==> src/syspin_pkg.sv <==
// Purpose: shared constants and carriers for the system pin control block
// Assumes: one clock domain, all pins sampled synchronously
// Notes:   clock select sits at bit 14 of the system control word
`default_nettype none
package syspin_pkg;
	localparam logic [15:0] PC_RESET_VALUE   = 16'h0000;
	localparam int          CLK_SEL_BIT      = 14;
	localparam logic [15:0] SYS_CTRL_RESET   = 16'h0000;
	localparam int          WD_PULSE_CYCLES  = 4;
	localparam int          PWM_WIDTH        = 8;
	localparam logic [2:0]  GPIO_DIR_RESET   = 3'h0;

	// sampled pin levels
	typedef struct packed {
		logic reset_n;
		logic protect_a_n;
		logic protect_b_n;
		logic irq_1;
		logic irq_2;
	} pin_sample_s;

	// software controls
	typedef struct packed {
		logic       irq1_rising;
		logic       irq2_rising;
		logic       irq1_gpio_sel;
		logic       irq2_gpio_sel;
		logic       cpu_clock_out_gpio_sel;
		logic [2:0] gpio_dir;
		logic [2:0] gpio_out;
	} pin_ctrl_s;
endpackage
`default_nettype wire

==> src/edge_catch.sv <==
// Purpose: two-flop synchroniser, edge detector and sticky pending flag
// Assumes: input asynchronous to ref_clk_i
// Notes:   set wins over a clear in the same cycle
`default_nettype none
module edge_catch
	import syspin_pkg::*;
(
	// clock and reset
	input  wire logic ref_clk_i,
	input  wire logic sys_rst_i,
	// pin side
	input  wire logic pin_i,
	input  wire logic rising_i,
	input  wire logic clear_i,
	// results
	output logic      level_o,
	output logic      edge_o,
	output logic      pend_o
);
	typedef struct packed {
		logic meta;
		logic sync;
		logic prev;
		logic edg;
		logic pend;
	} ec_state_s;

	ec_state_s s_q;
	ec_state_s s_d;
	logic      hit;

	always_comb
	begin
		s_d      = s_q;
		s_d.meta = pin_i;
		s_d.sync = s_q.meta;
		s_d.prev = s_q.sync;
		hit      = rising_i ? (s_q.sync & ~s_q.prev) : (~s_q.sync & s_q.prev);
		s_d.edg  = hit;
		if (clear_i)
		begin
			s_d.pend = 1'b0;
		end
		if (hit)
		begin
			s_d.pend = 1'b1;
		end
	end

	// idle-high reset value so a high pin after reset is not taken as an edge
	always_ff @(posedge ref_clk_i or posedge sys_rst_i)
	begin
		if (sys_rst_i)
		begin
			s_q <= '{meta: 1'b1, sync: 1'b1, prev: 1'b1, edg: 1'b0, pend: 1'b0};
		end
		else
		begin
			s_q <= s_d;
		end
	end

	assign level_o = s_q.sync;
	assign edge_o  = s_q.edg;
	assign pend_o  = s_q.pend;
endmodule
`default_nettype wire

==> src/syspin_ctrl.sv <==
// Purpose: system pin control: reset pin, drive protection, user irqs, clock out
// Assumes: all pins sampled on ref_clk_i (20 MHz), one clock domain
// Notes:   core execution modelled by a run flag and program counter only
//
// Functional notes
// [RL1] reset pin low halts execution, counter held at 0; restart from zero
// [RL2] device reset returns control and status state to reset values; code does this on sys_rst_i only, reset pin low clears only run and pc
// [RL3] watchdog overflow makes a reset pulse driven onto the reset pin
// [RL4] falling edge on protect a raises irq and floats unit a pwm
// [RL5] falling edge on protect b raises irq and floats unit b pwm
// [RL6] both user irqs edge triggered, edge selected by software
// [RL7] user irq 1 pin shares with a general-purpose io bit
// [RL8] user irq 2 also triggers adc conversion, or is general-purpose io
// [RL9] clock out carries cpu or watchdog clock by select bit 14
// [RL10] clock out pin is general-purpose io when not used as clock
// [RL11] all general-purpose io pins are inputs after any reset; code forces this on sys_rst_i only, not on reset pin low
// [RL12] inputs synchronised; each edge sets a pending flag held until serviced
`default_nettype none
module syspin_ctrl
	import syspin_pkg::*;
#(
	parameter int PWM_W = PWM_WIDTH
)
(
	// clock and reset
	input  wire logic             ref_clk_i,
	input  wire logic             sys_rst_i,
	// reset pin, open drain
	input  wire logic             device_reset_n_i,
	output logic                  device_reset_n_o,
	output logic                  device_reset_n_oe_n_o,
	input  wire logic             wd_overflow_i,
	// core
	output logic                  core_run_o,
	output logic [15:0]           program_counter_o,
	input  wire logic             pc_advance_i,
	// drive protection and pwm
	input  wire logic             drive_protect_a_n_i,
	input  wire logic             drive_protect_b_n_i,
	output logic                  event_manager_a_pwm_oe_n_o,
	output logic                  event_manager_b_pwm_oe_n_o,
	// user irq pins
	input  wire logic             user_irq_1_i,
	input  wire logic             user_irq_2_i,
	output logic                  gpio_port_a_bit2_o,
	output logic                  gpio_port_a_bit2_oe_n_o,
	output logic                  gpio_port_d_bit0_o,
	output logic                  gpio_port_d_bit0_oe_n_o,
	output logic                  adc_conv_trigger_o,
	// clock out pin
	input  wire logic             watchdog_clock_i,
	input  wire logic [15:0]      system_ctrl_status_i,
	output logic                  cpu_clock_out_o,
	output logic                  gpio_port_e_bit0_oe_n_o,
	// software control and status
	input  wire pin_ctrl_s        ctrl_i,
	input  wire logic [3:0]       pend_clear_i,
	output logic [3:0]            pend_o,
	output logic [2:0]            gpio_in_o
);
	typedef struct packed {
		logic        run;
		logic [15:0] pc;
		logic [2:0]  wd_cnt;
		logic        rst_drive;
		logic        float_a;
		logic        float_b;
		logic        adc_trig;
		logic        clk_out;
		logic [2:0]  oe_n;
		logic [2:0]  dout;
		logic [3:0]  pend;
		logic [2:0]  gin;
	} top_state_s;

	top_state_s s_q;
	top_state_s s_d;
	logic [3:0] edg;
	logic [3:0] lvl;
	logic [3:0] pnd;
	logic       pin_rst;

	////////////////////////////////////////////////////////////////////////
	// edge catchers: protect a, protect b, user irq 1, user irq 2
	edge_catch u_prot_a (.ref_clk_i(ref_clk_i), .sys_rst_i(sys_rst_i), .pin_i(drive_protect_a_n_i),
		.rising_i(1'b0), .clear_i(pend_clear_i[0]), .level_o(lvl[0]), .edge_o(edg[0]), .pend_o(pnd[0])); // RL12
	edge_catch u_prot_b (.ref_clk_i(ref_clk_i), .sys_rst_i(sys_rst_i), .pin_i(drive_protect_b_n_i),
		.rising_i(1'b0), .clear_i(pend_clear_i[1]), .level_o(lvl[1]), .edge_o(edg[1]), .pend_o(pnd[1])); // RL12
	edge_catch u_irq_1 (.ref_clk_i(ref_clk_i), .sys_rst_i(sys_rst_i), .pin_i(user_irq_1_i),
		.rising_i(ctrl_i.irq1_rising), .clear_i(pend_clear_i[2]), .level_o(lvl[2]), .edge_o(edg[2]),
		.pend_o(pnd[2])); // RL6
	edge_catch u_irq_2 (.ref_clk_i(ref_clk_i), .sys_rst_i(sys_rst_i), .pin_i(user_irq_2_i),
		.rising_i(ctrl_i.irq2_rising), .clear_i(pend_clear_i[3]), .level_o(lvl[3]), .edge_o(edg[3]),
		.pend_o(pnd[3])); // RL6

	// reset pin level goes through the same synchroniser style
	logic rst_meta_q;
	logic rst_sync_q;
	always_ff @(posedge ref_clk_i or posedge sys_rst_i)
	begin
		if (sys_rst_i)
		begin
			rst_meta_q <= 1'b0;
			rst_sync_q <= 1'b0;
		end
		else
		begin
			rst_meta_q <= device_reset_n_i;
			rst_sync_q <= rst_meta_q;
		end
	end
	assign pin_rst = ~rst_sync_q;

	////////////////////////////////////////////////////////////////////////
	always_comb
	begin
		s_d      = s_q;
		s_d.pend = pnd;
		s_d.gin  = {lvl[3], lvl[2], watchdog_clock_i};
		// watchdog pulse of fixed length onto the open-drain pin
		if (wd_overflow_i)
		begin
			s_d.wd_cnt    = 3'(WD_PULSE_CYCLES); // RL3
			s_d.rst_drive = 1'b1;
		end
		else if (s_q.wd_cnt != 3'h0)
		begin
			s_d.wd_cnt    = s_q.wd_cnt - 3'h1;
			s_d.rst_drive = (s_q.wd_cnt != 3'h1); // RL3
		end
		// latched float holds until software clears the pending flag
		if (edg[0])
		begin
			s_d.float_a = 1'b1; // RL4
		end
		else if (!pnd[0])
		begin
			s_d.float_a = 1'b0;
		end
		if (edg[1])
		begin
			s_d.float_b = 1'b1; // RL5
		end
		else if (!pnd[1])
		begin
			s_d.float_b = 1'b0;
		end
		s_d.adc_trig = edg[3] & ~ctrl_i.irq2_gpio_sel; // RL8
		// watchdog clock is sampled, so its rate must be well below ref_clk_i
		s_d.clk_out  = system_ctrl_status_i[CLK_SEL_BIT] ? watchdog_clock_i : ~s_q.clk_out; // RL9
		if (ctrl_i.cpu_clock_out_gpio_sel)
		begin
			s_d.clk_out = ctrl_i.gpio_out[2]; // RL10
		end
		s_d.oe_n[0] = ~(ctrl_i.irq1_gpio_sel & ctrl_i.gpio_dir[0]); // RL7
		s_d.oe_n[1] = ~(ctrl_i.irq2_gpio_sel & ctrl_i.gpio_dir[1]); // RL8
		s_d.oe_n[2] = ctrl_i.cpu_clock_out_gpio_sel & ~ctrl_i.gpio_dir[2]; // RL10
		s_d.dout    = ctrl_i.gpio_out;
		s_d.run     = 1'b1;
		if (s_q.run && pc_advance_i)
		begin
			s_d.pc = s_q.pc + 16'h0001;
		end
		if (pin_rst)
		begin
			s_d.run = 1'b0; // RL1
			s_d.pc  = PC_RESET_VALUE; // RL1
		end
	end

	// every control field returns to a constant under reset
	always_ff @(posedge ref_clk_i or posedge sys_rst_i)
	begin
		if (sys_rst_i)
		begin
			s_q         <= '0; // RL2
			s_q.oe_n    <= ~GPIO_DIR_RESET; // RL11
			s_q.pc      <= PC_RESET_VALUE;
		end
		else
		begin
			s_q <= s_d;
		end
	end

	assign device_reset_n_o           = 1'b0;
	assign device_reset_n_oe_n_o      = ~s_q.rst_drive;
	assign core_run_o                 = s_q.run;
	assign program_counter_o          = s_q.pc;
	assign event_manager_a_pwm_oe_n_o = s_q.float_a;
	assign event_manager_b_pwm_oe_n_o = s_q.float_b;
	assign gpio_port_a_bit2_o         = s_q.dout[0];
	assign gpio_port_a_bit2_oe_n_o    = s_q.oe_n[0];
	assign gpio_port_d_bit0_o         = s_q.dout[1];
	assign gpio_port_d_bit0_oe_n_o    = s_q.oe_n[1];
	assign adc_conv_trigger_o         = s_q.adc_trig;
	assign cpu_clock_out_o            = s_q.clk_out;
	assign gpio_port_e_bit0_oe_n_o    = s_q.oe_n[2];
	assign pend_o                     = s_q.pend;
	assign gpio_in_o                  = s_q.gin;
endmodule
`default_nettype wire

==> config.mk <==
export PLATFORM = sky130hd
export DESIGN_NAME = syspin_ctrl
export DESIGN_NICKNAME = d
export VERILOG_FILES = /design/src/syspin_pkg.sv /design/src/edge_catch.sv /design/src/syspin_ctrl.sv
export SDC_FILE = /design/constraint.sdc
export NUM_CORES = 1
export LEC_CHECK = 0
export BUFFER_PORTS_ARGS = -buffer_cell sky130_fd_sc_hd__buf_2
export CORE_ASPECT_RATIO = 1.5
export CORE_MARGIN = 3
export CORE_UTILIZATION = 35
export CTS_CLUSTER_DIAMETER = 30
export CTS_CLUSTER_SIZE = 24
export DETAILED_ROUTE_END_ITERATION = 12
export HOLD_SLACK_MARGIN = 0.05
export SYNTH_ARGS = -nofsm -noshare
export SYNTH_HDL_FRONTEND = slang
export SYNTH_SLANG_ARGS = --single-unit
==> constraint.sdc <==
create_clock -name ref_clk_i -period 4.3 [get_ports ref_clk_i]
set_clock_uncertainty 0.15 [all_clocks]
set_input_delay 0.215 -clock ref_clk_i [delete_from_list [all_inputs] [get_ports ref_clk_i]]
set_output_delay 0.215 -clock ref_clk_i [all_outputs]
set_load 0.01 [all_outputs]
==> results of run 1 <==
==> synthesized netlist by cell type <==
| library cell | number | area (sq um) |
|---|---|---|
| dfrtp_1 | 43 | 1080 |
| buf_4 | 24 | 180 |
| nand2_1 | 18 | 67.6 |
| dfstp_2 | 15 | 394 |
| inv_1 | 10 | 37.5 |
| and2_1 | 8 | 50.1 |
| xnor2_1 | 8 | 70.1 |
| o21ai_0 | 6 | 30.0 |
| a21o_1 | 5 | 37.5 |
| nand2b_1 | 5 | 31.3 |
| nand4_1 | 5 | 31.3 |
| nor2_1 | 5 | 18.8 |
| or3_1 | 5 | 31.3 |
| a21boi_0 | 4 | 30.0 |
| ha_1 | 4 | 50.1 |
| nand3_1 | 4 | 20.0 |
| nor2b_1 | 4 | 25.0 |
| clkbuf_1 | 3 | 11.3 |
| o211ai_1 | 3 | 22.5 |
| and4_1 | 2 | 17.5 |
| o31ai_1 | 2 | 15.0 |
| a211oi_1 | 1 | 7.51 |
| a21boi_1 | 1 | 7.51 |
| a21oi_1 | 1 | 5.00 |
| and3_1 | 1 | 6.26 |
| buf_2 | 1 | 5.00 |
| conb_1 | 1 | 3.75 |
| mux2_2 | 1 | 11.3 |
| mux2i_1 | 1 | 10.0 |
| o221ai_1 | 1 | 8.76 |
| o311ai_0 | 1 | 8.76 |
| o41ai_1 | 1 | 8.76 |
| or4b_1 | 1 | 10.0 |
==> metrics by stage <==
step / instance area, sq um / total power, W / cells
final: 3010 / 0.00130 / 342
after global routing: 3010 / 0.00137 / 342
after CTS: 3010 / 0.00132 / 342
after detailed placement: 2540 / 0.000742 / 301
after global placement: 2540 / 0.000738 / 301
after floorplan: 2340 / 0.000707 / 195
==> report_power, final <==
group,internal (W),switching (W)
Sequential,0.000590,0.0000229
Clock,0.000340,0.000208
Combinational,0.0000682,0.0000689
Total,0.000998,0.000300
==> registers in the layout, summed over array words and instances, names as in the netlist, 3 cells and up <==
| signal | flops |
|---|---|
| s_q | 4 |
| gpio_in_o | 3 |
| program_counter_o | 16 |
| pend_o | 4 |
==> layer usage <==
layer | share of wire (%) | vias to the layer above
li1 | - | 760
met1 | 39 | 749
met2 | 53 | 40
met3 | 5.8 | 8
met4 | 2.1 | 0
met5 | 0 | -
==> how the worst max path moves through the flow <==
| stage | startpoint | to | cells after the start |
|---|---|---|---|
| after detailed placement | program_counter_o[0] | program_counter_o[15] | 4 |
| after global routing | program_counter_o[0] | program_counter_o[12] | 5 |
| after global placement | program_counter_o[0] | program_counter_o[9] | 4 |
| after CTS | program_counter_o[0] | program_counter_o[15] | 4 |
| final | program_counter_o[0] | program_counter_o[15] | 4 |
| after floorplan | sys_rst_i | adc_conv_trigger_o | 1 |
==> worst min-delay path, delay by kind of cell <==
family / cells / cell delay [ps]
AO/OA/AOI/OAI: 1 / 70
AND/OR/NAND/NOR: 2 / 170
buffers and inverters: 1 / 90
==> logic make-up after synthesis <==
kind of cell	count (synthesis)	synth area share (%)
flip-flops	58	62.8
adder cells (fa/ha/maj)	4	2.14
AO/OA/AOI/OAI	26	7.75
other	1	0.160
multiplexers	2	0.909
AND/OR/NAND/NOR	58	13.2
XOR/XNOR	8	2.99
buffers and inverters	38	10.0
==> final cells by class <==
type,instances,area [sq um]
clock buffer,11,141
clock inverter,5,77.6
fill,598,3300
inverter,10,37.5
multi-input combinational,99,636
sequential,58,1470
tap,74,92.6
timing repair buffer,85,553
==> out/metrics.csv, run 1 <==
stage,metric,value,unit
logic_synthesis,register bit count reported by yosys,58,
grt,met2 demand-to-capacity share in global routing,20.5,%
timing,Worst Tran Pin Value,719,ps
worst_hold_path,Tightest Hold Check Type,input pin to flip-flop,
worst_hold_path,worst hold stages,4,
worst_setup_path,critical setup path kind,flip-flop to flip-flop,
logic_synthesis,count of unique library cells instantiated by Yosys,33,
timing,number of failing setup endpoints in the final timing report,0,
floorplan,Die Footprint,7720,sq um
worst_hold_path,worst hold path startpoint,pc_advance_i,
grt,GRT Overall Usage,12.1,%
pwr,worst ir drop on vdd,0.000271,V
detailed_routing,DRC violation count after routing,0,
timing,unrepaired setup endpoints after global routing,no,
timing,maximum operating frequency,0.536,GHz
worst_setup_path,endpoint of the worst register-to-register path,program_counter_o[15],
worst_setup_path,Critical Path End Type,flip-flop,
grt,maximum number of pins on one net before global-route repair,59,
worst_setup_path,longest individual stage delay on the worst path,480,ps
floorplan,I/O pin cnt,76,
worst_hold_path,Worst Hold Path EP,program_counter_o[1],
detailed_routing,via count,1557,
pwr,P_leak,1.47,nW
timing,endpoints failing hold,0,
cts,total CTS buffers,9,
cts,clock latency on the worst-skew pair,330,ps
layout,"leading cell type in the layout, fill and taps excluded",buf_2,
floorplan,Cell Rows,35,
logic_synthesis,Post-Syn Area,2340,sq um
floorplan,Initial Util,37.1,%
grt,initial antenna violation count,0,
timing,min cycle time layout,1860,ps
grt,met1 usage,12.8,%
grt,vias in the first global route,1662,
worst_setup_path,kind of cell adding the most delay to the critical path,simple AND/OR/NAND/NOR gates,
timing,post-route worst setup slack,2440,ps
floorplan,horizontal extent of the die,72.8,microns
worst_setup_path,kind of launch point of the worst setup path,flip-flop,
cts,post-cts gate resize count,0,
grt,global route hottest layer,met2,
detailed_routing,ratio of routed vias to standard cells,4.55,
layout,nets@finish,308,
cts,CTS root buf,clkbuf_8,
detailed_routing,final routed wirelength across all metal layers,4.06,mm
logic_synthesis,count of mapped cells out of synthesis,195,
floorplan,height of the chip,106,microns
detailed_routing,number of iterations in the first detailed-routing pass,4,
floorplan,Core Region,6310,sq um
layout,count of antenna diodes in the layout,0,
worst_setup_path,buffers and inverters on the worst path,0,
flow_run,Maximum Capacitance Violations,0,
cts,"Clk pin slew, worst setup/hold paths",60,ps
pwr,Cell Pwr Density,431,nW/um^2
placed_design,setup slack at placement,2450,ps
detailed_routing,"antenna viol nets, final",0,
layout,final core utilization,47.7,%
timing,setup total negative slack,0,ps
detailed_routing,routed len/inst,11.9,microns
worst_setup_path,r2r setup slk,2440,ps
placed_design,final RePlAce weighted congestion,0.784,
cts,sink count of the clock tree,58,
worst_setup_path,"Cell Chain, Critical Path",nand4_1 > or3_1 > o311ai_0 > o41ai_1,
logic_synthesis,Yosys warning count,0,
timing,count of pins over their slew limit,0,
timing,Worst Hold Margin,111,ps
cts,number of buffers inserted by hold repair at cts,25,
logic_synthesis,Mapped Avg Cell Area,12.0,sq um
timing,worst slew slack as a fraction of its limit,52.1,%
cts,clock buffer depth,2,
grt,met3 usage in global routing,3.97,%
cts,CTS tree,yes,
worst_setup_path,required time of the critical path,4350,ps
placed_design,number of port buffers,59,
grt,wire length of the first global-routing pass,7.18,mm
timing,final period utilization,43.4,%
worst_setup_path,startpoint of the lowest-slack register-to-register path,program_counter_o[0],
worst_setup_path,Worst Path Arrival,1910,ps
layout,most frequent cells in the layout,"buf_2, dfrtp_1, dlygate4sd3_1",
cts,"Setup Fix Bufs, Post-CTS",0,
layout,share of layout cells above drive strength 1,34.3,%
cts,H-Tree Depth,3,
worst_setup_path,number of cells traversed by the worst register-to-register path,4,
detailed_routing,initial drt markers,78,
worst_setup_path,crit-path max FO,8,
grt,GRT Residual Overflow,0,
logic_synthesis,"Net Count, Synth",240,
logic_synthesis,part of the Yosys area used for sequential elements,62.8,%
worst_setup_path,slowest CP cell,or3_1,
status,status,finished clean,
placed_design,estimated wirelength of the detail-placed design,2.57,mm
layout,Layout Area Growth over Synthesis,28.6,%
(Power assumes the default switching activity.)
==> inputs of run 2 (changes only) <==
--- a/config.mk
+++ b/config.mk
@@ -5,6 +5,7 @@
 export SDC_FILE = /design/constraint.sdc
 export NUM_CORES = 1
 export LEC_CHECK = 0
+export ABC_AREA = 1
 export BUFFER_PORTS_ARGS = -buffer_cell sky130_fd_sc_hd__buf_2
 export CORE_ASPECT_RATIO = 1.5
 export CORE_MARGIN = 3
==> constraint.sdc (replaced) <==
create_clock -name ref_clk_i -period 1.8 [get_ports ref_clk_i]
set_clock_uncertainty 0.15 [all_clocks]
set_input_delay 0.09 -clock ref_clk_i [delete_from_list [all_inputs] [get_ports ref_clk_i]]
set_output_delay 0.09 -clock ref_clk_i [all_outputs]
set_load 0.01 [all_outputs]
==> out/metrics.csv, run 2 <==
stage,metric,value,unit
logic_synthesis,area share of the leading cell type in the synthesized netlist,43.8,%
logic_synthesis,Post-synth top cells,"dfrtp_1, nand2_1, nor2_1",
cts,CTS root buf,clkbuf_8,
placed_design,number of placed instances with taps included,354,
placed_design,setup slack at placement,253,ps
cts,"Setup Fix Bufs, Post-CTS",0,
placed_design,estimated wirelength of the detail-placed design,3.19,mm
layout,Layout Area Growth over Synthesis,25.9,%
logic_synthesis,proportion of register bits with asynchronous set or reset after synthesis,100,%
floorplan,height of the chip,109,microns
worst_setup_path,slowest CP cell,dlygate4sd3_1,
detailed_routing,"antenna viol nets, final",0,
timing,maximum operating frequency,0.600,GHz
floorplan,Core Region,6670,sq um
grt,wire length of the first global-routing pass,8.19,mm
logic_synthesis,"Net Count, Synth",287,
layout,number of flip-flops in the largest register,16,
layout,most frequent cells in the layout,"buf_2, dfrtp_1, nand2_1",
placed_design,number of port buffers,59,
detailed_routing,DRC violation count after routing,0,
detailed_routing,routed len/inst,12.0,microns
worst_setup_path,longest individual stage delay on the worst path,560,ps
grt,maximum number of pins on one net before global-route repair,34,
floorplan,Cell Rows,36,
logic_synthesis,dominant cells by area after synthesis,"dfrtp_1, dfstp_2, buf_4, nand2_1, nor2_1",
timing,endpoints failing hold,0,
cts,"Clk pin slew, worst setup/hold paths",70,ps
status,status,finished clean,
logic_synthesis,count of mapped cells out of synthesis,242,
detailed_routing,via count,1785,
logic_synthesis,Post-Syn Area,2450,sq um
layout,count of antenna diodes in the layout,0,
cts,clock latency on the worst-skew pair,330,ps
timing,min cycle time layout,1670,ps
worst_setup_path,critical setup path kind,flip-flop to flip-flop,
worst_setup_path,crit-path max FO,2,
grt,GRT Residual Overflow,0,
logic_synthesis,count of unique library cells instantiated by Yosys,32,
pwr,P_leak,1.51,nW
detailed_routing,final routed wirelength across all metal layers,4.75,mm
detailed_routing,initial drt markers,75,
cts,total CTS buffers,9,
floorplan,Die Footprint,8080,sq um
worst_setup_path,"Cell Chain, Critical Path",inv_1 > a32oi_1 > o31ai_1 > dlygate4sd3_1,
cts,clock buffer depth,2,
layout,share of layout cells above drive strength 1,33.1,%
worst_setup_path,required time of the critical path,1850,ps
logic_synthesis,cell type with the highest aggregate area in the netlist,dfrtp_1,
worst_hold_path,Tightest Hold Check Type,flip-flop to flip-flop,
floorplan,I/O pin cnt,76,
timing,final period utilization,92.6,%
worst_setup_path,Worst Path Arrival,1720,ps
logic_synthesis,Post-synth EDFFs,0,
pwr,Cell Pwr Density,890,nW/um^2
grt,initial antenna violation count,0,
detailed_routing,number of iterations in the first detailed-routing pass,4,
logic_synthesis,most frequently used cell type in the post-synthesis netlist,dfrtp_1,
worst_setup_path,buffers and inverters on the worst path,2,
layout,"non-filler cells, final",396,
pwr,overall power consumption,0.00275,W
timing,number of failing setup endpoints in the final timing report,0,
logic_synthesis,register bit count reported by yosys,58,
timing,count of pins over their slew limit,0,
timing,setup total negative slack,0,ps
detailed_routing,ratio of routed vias to standard cells,4.51,
grt,GRT Overall Usage,13.4,%
floorplan,horizontal extent of the die,74.4,microns
flow_run,Maximum Capacitance Violations,0,
layout,filler cell count in the final layout,642,
pwr,worst ir drop on vdd,0.000550,V
grt,vias in the first global route,1872,
placed_design,final RePlAce weighted congestion,0.833,
logic_synthesis,Yosys warning count,0,
layout,nets@finish,360,
timing,post-route worst setup slack,134,ps
logic_synthesis,Mapped Avg Cell Area,10.1,sq um
cts,H-Tree Depth,3,
layout,"leading cell type in the layout, fill and taps excluded",buf_2,
worst_setup_path,Critical Path End Type,flip-flop,
cts,sink count of the clock tree,58,
timing,unrepaired setup endpoints after global routing,no,
logic_synthesis,part of the Yosys area used for sequential elements,59.9,%
logic_synthesis,primary flip-flop cell chosen by synthesis mapping,dfrtp_1,
floorplan,Initial Util,36.8,%
worst_setup_path,kind of cell adding the most delay to the critical path,buffers and inverters,
cts,CTS tree,yes,
worst_setup_path,kind of launch point of the worst setup path,flip-flop,
cts,post-cts gate resize count,0,
run 2: cell count changes in the layout (fill, tap and decap cells not counted), sizes merged, moves of 5 or more:
cell,delta
nand2b,-5
a21boi,-5
nand3,+9
nand2,+24
a21oi,+8
xnor2,-8
inv,+18
nor2,+30
and2,-7
run 2: kinds of logic (layout without fill, tap and decap cells):
family | after synthesis | in the layout | synth area share (%)
AO/OA/AOI/OAI | 30 | 30 | 7.75
adder cells (fa/ha/maj) | 4 | 4 | 2.04
buffers and inverters | 54 | 132 | 12.1
flip-flops | 58 | 58 | 59.9
other | 1 | 1 | 0.153
AND/OR/NAND/NOR | 95 | 95 | 18.0
run 2: layout make-up:
cell class	instances	area (sq um)	area share [%]
clock inverters	3	17.5	0.567
flip-flops and latches	58	1470	47.6
repair buffers	88	578	18.7
multi-input cells	130	687	22.2
well taps	76	95.1	3.08
clock buffers	13	139	4.49
inverters	28	105	3.40
run 2: stage by stage:
| stage | utilization [%] | area [sq um] | hold WS (ps) |
|---|---|---|---|
| floorplan | - | 2450 | -55.5 |
| global placement | 40.1 | 2680 | 13.2 |
| detailed placement | 40.1 | 2680 | 13.6 |
| CTS | 46.5 | 3100 | 194 |
| global route | 46.4 | 3090 | 203 |
| finish | 46.4 | 3090 | 192 |
run 2: worst paths after layout:
check                          startpoint                 end  slack, ps  depth (start not counted)
max                        u_irq_1.s_q[2]      u_irq_1.pend_o        130                          4
min                            rst_meta_q          rst_sync_q        190                          0
max reg2reg                u_irq_1.s_q[2]      u_irq_1.pend_o        130                          4
min reg2reg                    rst_meta_q          rst_sync_q        190                          0
max in group asynchronous       sys_rst_i     u_prot_b.s_q[2]        900                          4
min in group asynchronous       sys_rst_i  gpio_port_a_bit2_o        210                          4
run 2: what timing repair did:
action                                  4_1_cts  5_1_grt
hold endpoints to repair                     81        0
endpoints found under the setup margin        0        1
hold buffers                                 27        0
run 2: worst register-to-register path, delay by kind of cell (launching register included):
kind	cells	cell delay, ps
compound gates	2	280
flops	1	520
buf+inv	2	610
run 2: power breakdown:
group | switching [W] | internal (W)
Sequential | 0.0000429 | 0.00140
Clock | 0.000489 | 0.000497
Combinational | 0.000172 | 0.000148
run 2: layer usage:
layer / wire, microns / global-route usage (%) / up-vias
li1: - / - / 883
met1: 1870 / 13.8 / 848
met2: 2530 / 23.3 / 43
met3: 217 / 4.84 / 11
met4: 132 / 6.87 / 0
met5: 0 / 0 / -
